<file path="config.mk">
export PLATFORM = sky130hd
export DESIGN_NAME = bridge_fault_reporter
export DESIGN_NICKNAME = d
export VERILOG_FILES = /design/src/design/fault_pkg.sv /design/src/design/fault_filter.sv /design/src/design/bridge_fault_reporter.sv
export VERILOG_INCLUDE_DIRS = /design/src /design/src/design
export SDC_FILE = /design/constraint.sdc
export NUM_CORES = 1
export LEC_CHECK = 0
export BUFFER_PORTS_ARGS = -buffer_cell sky130_fd_sc_hd__buf_2
export CAP_MARGIN = 20
export CORE_MARGIN = 2
export CORE_UTILIZATION = 40
export CTS_BUF_LIST = sky130_fd_sc_hd__clkbuf_8 sky130_fd_sc_hd__clkbuf_16
export DETAILED_ROUTE_END_ITERATION = 8
export SYNTH_ARGS = -nofsm -noshare
export SYNTH_HDL_FRONTEND = slang
export SYNTH_SLANG_ARGS = --single-unit
</file>
<file path="constraint.sdc">
create_clock -name clk_i -period 2.8 [get_ports clk_i]
set_input_delay 0.56 -clock clk_i [delete_from_list [all_inputs] [get_ports clk_i]]
set_output_delay 0.56 -clock clk_i [all_outputs]
set_load 0.1 [all_outputs]
</file>
<file path="src/design/fault_cfg.svh">
// Function
// [RULE_01] thermal warning only flags, never shuts down
// [RULE_02] thermal warning clears itself when flag drops
// [RULE_03] supply check runs only while enable high
// [RULE_04] supply fault needs persistence through filter
// [RULE_05] supply fault latches switches off till reset
// [RULE_06] level select picks supply check thresholds
// [RULE_07] two-bit fault code with wake, enable high
// [RULE_08] disabled: show only undervoltage and thermal
// [RULE_09] wake low: both code outputs undriven
// [RULE_10] short, over, supply latch; under restarts
// [RULE_11] faults never cause sleep, only wake
// [RULE_12] fixed priority: supply, short, under, over, hot
// [RULE_13] long enable low clears latches, switches off
// [RULE_14] short qualified by about 12 us filter
// [RULE_15] short integrator: 30% never, 70% trips
// [RULE_16] host holds enable low 3 us minimum
// [RULE_17] enable low 1 us or less: no reset
// [RULE_18] supply filter lasts 10 to 25 us
// [RULE_19] auto-restart resumes within 1 us
// [RULE_20] flags synchronised, filters counted in cycles
`ifndef FAULT_CFG_SVH
`define FAULT_CFG_SVH

// =====================================================
// clock and timing
// =====================================================
`define CLK_NS        50
`define SC_FILT_NS    12000
`define SC_FILT_CYC   (`SC_FILT_NS / `CLK_NS)
`define SC_UP         2
`define SC_LIMIT      (`SC_UP * `SC_FILT_CYC)
`define VC_FILT_NS    15000
`define VC_FILT_CYC   ((`VC_FILT_NS + `CLK_NS - 1) / `CLK_NS)
`define OV_FILT_NS    45000
`define OV_FILT_CYC   ((`OV_FILT_NS + `CLK_NS - 1) / `CLK_NS)
`define UV_FILT_NS    5000
`define UV_FILT_CYC   ((`UV_FILT_NS + `CLK_NS - 1) / `CLK_NS)
`define RES1_NS       3000
`define RES0_NS       1000
`define ENA_RES_CYC   (((`RES0_NS + `RES1_NS) / 2) / `CLK_NS)
`define AR_NS         1000
`define AR_CYC        (`AR_NS / `CLK_NS)

// =====================================================
// register map
// =====================================================
`define REG_STATUS    8'h00
`define REG_CTRL      8'h04
`define CTRL_RESET    32'h0000_0001
`define CTRL_SCD_EN   0
`define ST_SUPPLY     0
`define ST_SHORT      1
`define ST_UNDER      2
`define ST_OVER       3
`define ST_HOT        4
`define ST_SHUT       5
`define ST_CODE_LO    6
`define ST_CODE_HI    7

`endif

</file>
<file path="src/design/fault_pkg.sv">
package fault_pkg;

    // two-bit fault code as seen on the pins {a,b}
    typedef enum logic [1:0] {
        CODE_SUPPLY = 2'b00, // under voltage or supply check
        CODE_HOT    = 2'b01, // thermal or over voltage
        CODE_SHORT  = 2'b10, // short circuit
        CODE_NONE   = 2'b11  // nothing to report
    } code_t;

    // one bit per fault class
    typedef struct packed {
        logic supply;
        logic short_c;
        logic under;
        logic over;
        logic hot;
    } flags_t;

endpackage : fault_pkg

</file>
<file path="src/design/fault_filter.sv">
`timescale 1ns/1ps
`default_nettype none

// =====================================================
// persistence filter / leaky integrator
// =====================================================
// leak 0: count resets when input drops (plain filter)
// leak 1: count decays by one per idle cycle
module fault_filter #(
    parameter int W     = 10,
    parameter int LIMIT = 300,
    parameter int UP    = 1,
    parameter bit LEAK  = 1'b0
) (
    input  wire logic clk_i,
    input  wire logic rst_i,
    input  wire logic clear_i,  // force count to zero
    input  wire logic active_i, // condition present
    output logic      hit_o     // qualified condition
);
    logic [W-1:0] cnt;           // charge level
    logic [W-1:0] next_cnt;

    localparam logic [W-1:0] LIM = W'(LIMIT);
    localparam logic [W-1:0] INC = W'(UP);

    // saturate at the limit so the count never wraps
    wire          at_lim = (cnt >= LIM);
    wire [W-1:0]  up_val = at_lim ? LIM : cnt + INC;
    wire [W-1:0]  dn_val = (LEAK && cnt != '0) ? cnt - 1'b1
                                              : '0;

    always_comb begin
        // clear beats everything
        if (clear_i) begin
            next_cnt = '0;
        end else if (active_i) begin
            next_cnt = up_val;
        end else begin
            next_cnt = dn_val;
        end
    end

    // counter register
    always_ff @(posedge clk_i) begin
        if (rst_i) begin
            cnt <= '0;
        end else begin
            cnt <= next_cnt;
        end
    end

    assign hit_o = at_lim;

endmodule : fault_filter

`default_nettype wire

</file>
<file path="src/design/bridge_fault_reporter.sv">
// Decided for this implementation: the address map and the Wishbone register port.
`timescale 1ns/1ps
`default_nettype none
`include "fault_cfg.svh"

// =====================================================
// fault collection, latching and reporting
// =====================================================
module bridge_fault_reporter #(
    parameter int PH = 3,   // half bridges
    parameter int CW = 10   // filter counter width
) (
    input  wire logic          clk_i,
    input  wire logic          rst_i,
    // classic wishbone slave
    input  wire logic          cyc_i,
    input  wire logic          stb_i,
    input  wire logic          we_i,
    input  wire logic [7:0]    adr_i,
    input  wire logic [3:0]    sel_i,
    input  wire logic [31:0]   dat_i,
    output logic [31:0]        dat_o,
    output logic               ack_o,
    // host control pins
    input  wire logic          bridge_enable_input_i,
    input  wire logic          wake_control_input_i,
    input  wire logic          supply_check_level_select_i,
    // switching commands
    input  wire logic [PH-1:0] high_side_command_inputs_i,
    input  wire logic [PH-1:0] low_side_command_inputs_i,
    // comparator flags, asynchronous
    input  wire logic [PH-1:0] short_circuit_detect_i,
    input  wire logic          supply_under_i,
    input  wire logic          supply_over_low_i,
    input  wire logic          supply_over_high_i,
    input  wire logic          bank_under_i,
    input  wire logic          bank_over_i,
    input  wire logic          thermal_warning_i,
    // gate commands to the output stages
    output logic [PH-1:0]      gate_high_o,
    output logic [PH-1:0]      gate_low_o,
    // fault code pins, push-pull with enable
    output logic               fault_code_out_a_o,
    output logic               fault_code_out_a_oe_o,
    output logic               fault_code_out_b_o,
    output logic               fault_code_out_b_oe_o
);

    // =================================================
    // flag synchronisers
    // =================================================
    localparam int NS = PH + 6;
    wire  [NS-1:0] raw = {short_circuit_detect_i,
                          supply_under_i, supply_over_low_i,
                          supply_over_high_i, bank_under_i,
                          bank_over_i, thermal_warning_i};
    logic [NS-1:0] meta;   // first stage, read only by sync
    logic [NS-1:0] sync;   // second stage, safe to use

    // two flops per flag
    always_ff @(posedge clk_i) begin
        if (rst_i) begin
            meta <= '0;
            sync <= '0;
        end else begin
            meta <= raw;   // RULE_20
            sync <= meta;  // RULE_20
        end
    end

    wire [PH-1:0] sc_s  = sync[NS-1:6];
    wire          vu_s  = sync[5];   // supply under
    wire          vlo_s = sync[4];   // supply over, low level set
    wire          vhi_s = sync[3];   // supply over, high level set
    wire          uv_s  = sync[2];
    wire          ov_s  = sync[1];
    wire          ot_s  = sync[0];

    wire en   = bridge_enable_input_i;
    wire wake = wake_control_input_i;

    // =================================================
    // registers and enable reset timer
    // =================================================
    logic [31:0]          ctrl;     // software control
    logic [7:0]           ena_cnt;  // enable low duration
    fault_pkg::flags_t    lat;      // latched faults
    fault_pkg::flags_t    next_lat;
    logic                 run;      // switches may follow
    fault_pkg::code_t     code;     // registered code

    localparam logic [7:0] ENA_N = 8'(`ENA_RES_CYC);

    // reset request once enable has been low long enough
    wire ena_clr = (ena_cnt >= ENA_N);   // RULE_13 RULE_17

    // count enable low time, saturating
    always_ff @(posedge clk_i) begin
        if (rst_i) begin
            ena_cnt <= 8'h00;
        end else if (en) begin
            ena_cnt <= 8'h00;
        end else if (!ena_clr) begin
            ena_cnt <= ena_cnt + 8'h01;
        end
    end

    // =================================================
    // filters
    // =================================================
    wire          scd_en = ctrl[`CTRL_SCD_EN];
    logic [PH-1:0] sc_hit;   // per-bridge integrator trip
    logic          vc_hit;
    logic          ov_hit;
    logic          uv_hit;

    // supply check: level select picks the over threshold
    wire vc_over = supply_check_level_select_i ? vhi_s
                                               : vlo_s;  // RULE_06
    wire vc_bad  = vu_s | vc_over;

    // shared charge per half bridge, discharge at half rate
    // so a 30% duty loses ground and 70% builds up
    genvar g;
    generate
        for (g = 0; g < PH; g++) begin : g_sc
            fault_filter #(
                .W      (CW),
                .LIMIT  (`SC_LIMIT),
                .UP     (`SC_UP),
                .LEAK   (1'b1)
            ) u_sc (
                .clk_i    (clk_i),
                .rst_i    (rst_i),
                .clear_i  (!scd_en),
                .active_i (sc_s[g] & scd_en), // RULE_14 RULE_15
                .hit_o    (sc_hit[g])
            );
        end
    endgenerate

    // supply check only counts while enabled
    fault_filter #(
        .W      (CW),
        .LIMIT  (`VC_FILT_CYC),
        .UP     (1),
        .LEAK   (1'b0)
    ) u_vc (
        .clk_i    (clk_i),
        .rst_i    (rst_i),
        .clear_i  (!en),               // RULE_03
        .active_i (vc_bad),            // RULE_04 RULE_18
        .hit_o    (vc_hit)
    );

    // bank over voltage
    fault_filter #(
        .W      (CW),
        .LIMIT  (`OV_FILT_CYC),
        .UP     (1),
        .LEAK   (1'b0)
    ) u_ov (
        .clk_i    (clk_i),
        .rst_i    (rst_i),
        .clear_i  (1'b0),
        .active_i (ov_s),
        .hit_o    (ov_hit)
    );

    // bank under voltage; drops at once when recovered
    fault_filter #(
        .W      (CW),
        .LIMIT  (`UV_FILT_CYC),
        .UP     (1),
        .LEAK   (1'b0)
    ) u_uv (
        .clk_i    (clk_i),
        .rst_i    (rst_i),
        .clear_i  (1'b0),
        .active_i (uv_s),
        .hit_o    (uv_hit)
    );

    // =================================================
    // latches and shutdown
    // =================================================
    // a new set wins over the enable reset
    always_comb begin
        next_lat         = lat;
        next_lat.supply  = vc_hit | (lat.supply & !ena_clr);
        next_lat.short_c = (|sc_hit)
                         | (lat.short_c & !ena_clr); // RULE_10
        next_lat.over    = ov_hit | (lat.over & !ena_clr);
        next_lat.under   = uv_hit;   // RULE_10 auto restart
        next_lat.hot     = ot_s;     // RULE_02 self clearing
    end

    // hot is a warning only and stays out of the shutdown
    wire shut = next_lat.supply | next_lat.short_c  // RULE_05
              | next_lat.over | next_lat.under      // RULE_10
              | !en | !wake;                        // RULE_01 RULE_13

    // no fault touches wake; sleep follows the pin only
    always_ff @(posedge clk_i) begin
        if (rst_i) begin
            lat <= '0;
            run <= 1'b0;
        end else begin
            lat <= next_lat;
            run <= !shut;             // RULE_11 RULE_19
        end
    end

    // both sides on at once is ignored, not reported
    wire [PH-1:0] clash = high_side_command_inputs_i
                        & low_side_command_inputs_i;

    // gate drive, off whenever not running
    always_ff @(posedge clk_i) begin
        if (rst_i) begin
            gate_high_o <= '0;
            gate_low_o  <= '0;
        end else begin
            gate_high_o <= run ? high_side_command_inputs_i
                               & ~clash : '0;   // RULE_19
            gate_low_o  <= run ? low_side_command_inputs_i
                               & ~clash : '0;
        end
    end

    // =================================================
    // fault code encoding
    // =================================================
    // priority chain; disable masks all but under and hot
    function automatic fault_pkg::code_t enc(
        input fault_pkg::flags_t f,
        input logic              enabled
    );
        if (!enabled) begin
            if (f.under) begin
                enc = fault_pkg::CODE_SUPPLY;   // RULE_08
            end else if (f.hot) begin
                enc = fault_pkg::CODE_HOT;
            end else begin
                enc = fault_pkg::CODE_NONE;
            end
        end else if (f.supply | f.under) begin
            // supply check ranks above short; under below it
            enc = f.supply ? fault_pkg::CODE_SUPPLY
                : (f.short_c ? fault_pkg::CODE_SHORT
                             : fault_pkg::CODE_SUPPLY);
        end else if (f.short_c) begin
            enc = fault_pkg::CODE_SHORT;        // RULE_12
        end else if (f.over | f.hot) begin
            enc = fault_pkg::CODE_HOT;          // RULE_07
        end else begin
            enc = fault_pkg::CODE_NONE;
        end
    endfunction : enc

    wire fault_pkg::code_t next_code = enc(lat, en);

    // pins undriven while asleep; pull-downs read low
    always_ff @(posedge clk_i) begin
        if (rst_i) begin
            code                  <= fault_pkg::CODE_NONE;
            fault_code_out_a_oe_o <= 1'b0;
            fault_code_out_b_oe_o <= 1'b0;
        end else begin
            code                  <= next_code;
            fault_code_out_a_oe_o <= wake;      // RULE_09
            fault_code_out_b_oe_o <= wake;
        end
    end

    assign fault_code_out_a_o = fault_code_out_a_oe_o & code[1];
    assign fault_code_out_b_o = fault_code_out_b_oe_o & code[0];

    // =================================================
    // wishbone slave
    // =================================================
    // one wait state: ack a cycle after strobe, writes land
    // on the edge where the master samples ack
    wire        req    = cyc_i & stb_i;
    wire        hit_st = (adr_i == `REG_STATUS);
    wire        hit_ct = (adr_i == `REG_CTRL);
    wire        wr_ct  = req & we_i & ack_o & hit_ct & sel_i[0];
    wire [31:0] st_val = {24'h000000, code,
                          !run, lat.hot, lat.over,
                          lat.under, lat.short_c, lat.supply};
    // unmapped reads return zero, writes are dropped
    wire [31:0] rd_mux = hit_st ? st_val
                       : (hit_ct ? ctrl : 32'h0000_0000);

    // ack, read data and control register
    always_ff @(posedge clk_i) begin
        if (rst_i) begin
            ack_o <= 1'b0;
            dat_o <= 32'h0000_0000;
            ctrl  <= `CTRL_RESET;
        end else begin
            ack_o <= req & !ack_o;
            dat_o <= rd_mux;
            if (wr_ct) begin
                ctrl <= {24'h000000, 7'h00, dat_i[0]};
            end
        end
    end

    localparam int VC_MIN = 200;
    logic [15:0] vc_run;  // consecutive enabled bad cycles
    logic [15:0] sc_run;  // consecutive short on bridge 0
    logic [15:0] en_low;  // consecutive enable low cycles
    always_ff @(posedge clk_i) begin
        if (rst_i) begin
            vc_run <= 16'h0000;
            sc_run <= 16'h0000;
            en_low <= 16'h0000;
        end else begin
            vc_run <= (vc_bad & en) ? vc_run + 16'h0001
                                    : 16'h0000;
            sc_run <= (sc_s[0] & scd_en) ? sc_run + 16'h0001
                                         : 16'h0000;
            en_low <= en ? 16'h0000 : en_low + 16'h0001;
        end
    end
endmodule : bridge_fault_reporter

`default_nettype wire

</file>
==> metrics.md <==
| Metric | Value |
|---|---|
| Slew Limit Fails | `0` |
| GPL Wtd Cong | `0.823` |
| DRC viols | `0` |
| Outcome | `finished clean` |
| Initial antenna violation count | `0` |
| RR Startpoint | `g_sc[1].u_sc.cnt[2]` |
| Final instance area | `5800 µm²` |
| M1 WL | `4.73 mm` |
| Main synth FF type | `dfxtp_1` |
| Clock Root Buffer | `clkbuf_16` |
| Post-Syn Area per Cell | `9.13 µm²` |
| Worst Path Required | `3060 ps` |
| Final Hold Fails | `0` |
| TritonCTS clock tree | `built` |
| Synth area leader | `dfxtp_1` |
| Die Area | `13900 µm²` |
| Met2 wire length | `4.84 mm` |
| Yosys reg bits | `111` |
| DR vias/cell | `5.10` |
| WHS | `378 ps` |
| Worst R2R Path Depth | `6` |
| Hold buffers post-CTS | `0` |
| End of the worst register-to-register path | `g_sc[1].u_sc.cnt[7]` |
| PortBufs | `51` |
| Share of flip-flops with an asynchronous set or reset | `0%` |
| Syn Inst Count | `570` |
| Flop2flop setup slack | `610 ps` |
| Clk slew on worst S/H paths | `70 ps` |
| CP startpoint kind | `flip-flop` |
| Worst slew pin tran | `691 ps` |
| Share of cells above drive strength 1 | `13.9%` |
| GR Overflow Total | `0` |
| Placed Cells | `775` |
| Antenna cells | `0` |
| Crit. End Element | `flip-flop` |
| Gr usage total | `15.0%` |
| Worst skew pair latency | `340 ps` |
| CTS resizes | `0` |
| Finished Layout Cells | `791` |
| Setup TNS Final | `0 ps` |
| Max Cap Viol | `0` |
| Vias | `4031` |
| EDFF count, synth | `0` |
| Final min period | `2190 ps` |
| Initial core utilization | `41.1%` |
| Die H | `118 µm` |
| Netlist cell types | `64` |
| CTS max path bufs | `2` |
| Critical hold path startpoint | `high_side_command_inputs_i[1]` |
| Nets | `704` |
| Worst rel slew slack | `53.9%` |
| Die X-Extent | `118 µm` |
| HP Class | `input port to flip-flop` |
| Crit path max fanout | `6` |
| CP Launch Point | `g_sc[1].u_sc.cnt[2]` |
| Final setup violation count | `0` |
| Placed Area | `5520 µm²` |
| HPWL Detailed | `7.37 mm` |
| Register area share after synthesis | `42.7%` |
| Power density cells | `861 nW/µm²` |
| Fin crit share | `78.3%` |
| CP arrival | `2460 ps` |
| DRT antenna net count | `0` |
| Crit path to | `g_sc[1].u_sc.cnt[7]` |
| CORE AREA | `12700 µm²` |
| TritonCTS buffer count | `9` |
| Initial DRC count | `302` |
| FMAX | `456 MHz` |
| Drt first pass iters | `5` |
| Top cells by count, synth | `dfxtp_1, nor2_1, inv_1, buf_4, nand3_1` |
| # Post-CTS Setup Buffers | `0` |
| Most common cell in the netlist | `dfxtp_1` |
| Clk sinks | `111` |
| Synth-to-layout area growth | `11.4%` |
| Largest net degree at the start of global routing | `37` |
| Top post-synthesis cells by area | `dfxtp_1, ha_1, nor2_1` |
| Setup ws final | `607 ps` |
| Synthesis Warnings | `0` |
| Worst VDD drop | `287 µV` |
| Setup WS pre-CTS | `626 ps` |
| Wire length per cell | `12.8 µm` |
| Max Used Layer | `met4` |
| Leakage power | `2.31 nW` |
| Routed WL | `10.1 mm` |
| RSZ-0062 raised after global routing | `no` |
| Max Clock Skew | `7.60 ps` |
| Crit path kind | `flip-flop to flip-flop` |
| I/O Pins | `110` |
| Syn Std Cell Area | `5200 µm²` |
| Rows | `41` |
| Vias in the first global route | `3718` |
| Post-synth top area share | `42.7%` |
| H-tree Lvls | `3` |
| Detail Route met3 WL | `380 µm` |
| First-pass GRT wire length | `17.4 mm` |
-- logic make-up after synthesis --
| kind of cell | Yosys count | synth area share [%] |
|---|---|---|
| compound gates | 96 | 14.1 |
| xor+xnor | 31 | 5.22 |
| fa+ha+maj | 23 | 5.53 |
| buf+inv | 80 | 7.74 |
| flops | 111 | 42.7 |
| mux | 8 | 1.59 |
| other cells | 1 | 0.0720 |
| simple gates | 220 | 23.1 |
-- flip-flops by register name, indices dropped and copies added (netlist names) --
name	count
u_uv.cnt	10
ctrl	1
run	1
ena_cnt	8
ack_o	1
g_sc.u_sc.cnt	30
sync	9
gate_low_o	3
meta	9
dat_o	8
u_vc.cnt	10
u_ov.cnt	10
code	2
gate_high_o	3
fault_code_out_b_oe_o	1
lat	5
-- final cells by class --
class,instances,area (µm²)
Clock buffer,9,225
Clock inverter,7,55.1
Fill cell,1263,6870
Inverter,31,116
Multi-Input combinational cell,406,2680
Sequential cell,111,2220
Tap cell,172,215
Timing Repair Buffer,55,285
-- critical path, cell delays in order, from the launching register on --
cell and delay (ps):
dfxtp_1 430, inv_1 90, ha_1 190, a21bo_1 240
or4b_1 560, a221o_1 380, a221oi_2 230
-- routing by layer --
layer	track usage (%)	up-vias
met1	19.4	1885
met3	2.52	11
li1	-	2031
met4	5.20	0
met5	0	-
met2	25.1	104
-- through the flow --
| step | util [%] | power, W |
|---|---|---|
| 2_1_floorplan | - | 0.00352 |
| 6_report | 45.8 | 0.00500 |
| 5_1_grt | 45.8 | 0.00536 |
| 4_1_cts | 45.8 | 0.00503 |
| 3_3_place_gp | 43.6 | 0.00377 |
| 3_5_place_dp | 43.6 | 0.00382 |
-- worst min path at each step --
stage	end	slack [ps]	cells after the start
after floorplan	dat_o[5]	400	1
after global placement	sync[0]	420	1
after detailed placement	sync[0]	420	1
after CTS	gate_low_o[1]	360	2
after global routing	gate_low_o[1]	360	2
final	gate_low_o[1]	380	2
-- cell usage in the layout, fill, tap and decap left out, drive strengths merged, types with 7 or more instances in the layout --
cell type | netlist | routed
a21oi | 18 | 18
a221oi | 9 | 9
a22oi | 7 | 7
a31oi | 7 | 7
and2 | 17 | 17
and3 | 9 | 9
buf | 34 | 55
clkbuf | 15 | 9
conb | 1 | 28
dfxtp | 111 | 111
ha | 23 | 23
inv | 31 | 34
nand2 | 17 | 17
nand2b | 7 | 7
nand3 | 24 | 24
nor2 | 59 | 59
nor2b | 23 | 23
nor3 | 21 | 21
nor3b | 9 | 9
nor4 | 10 | 10
o21ai | 7 | 7
xnor2 | 14 | 14
xor2 | 17 | 17
-- where the power goes --
part	internal, W	leakage (nW)	total [W]	switching, W
Clock	0.000613	0.133	0.00119	0.000581
Sequential	0.00179	0.909	0.00212	0.000329
Combinational	0.000731	1.27	0.00168	0.000948
Total	0.00314	2.31	0.00500	0.00186
Note: power is estimated with default switching activity, not from simulation.
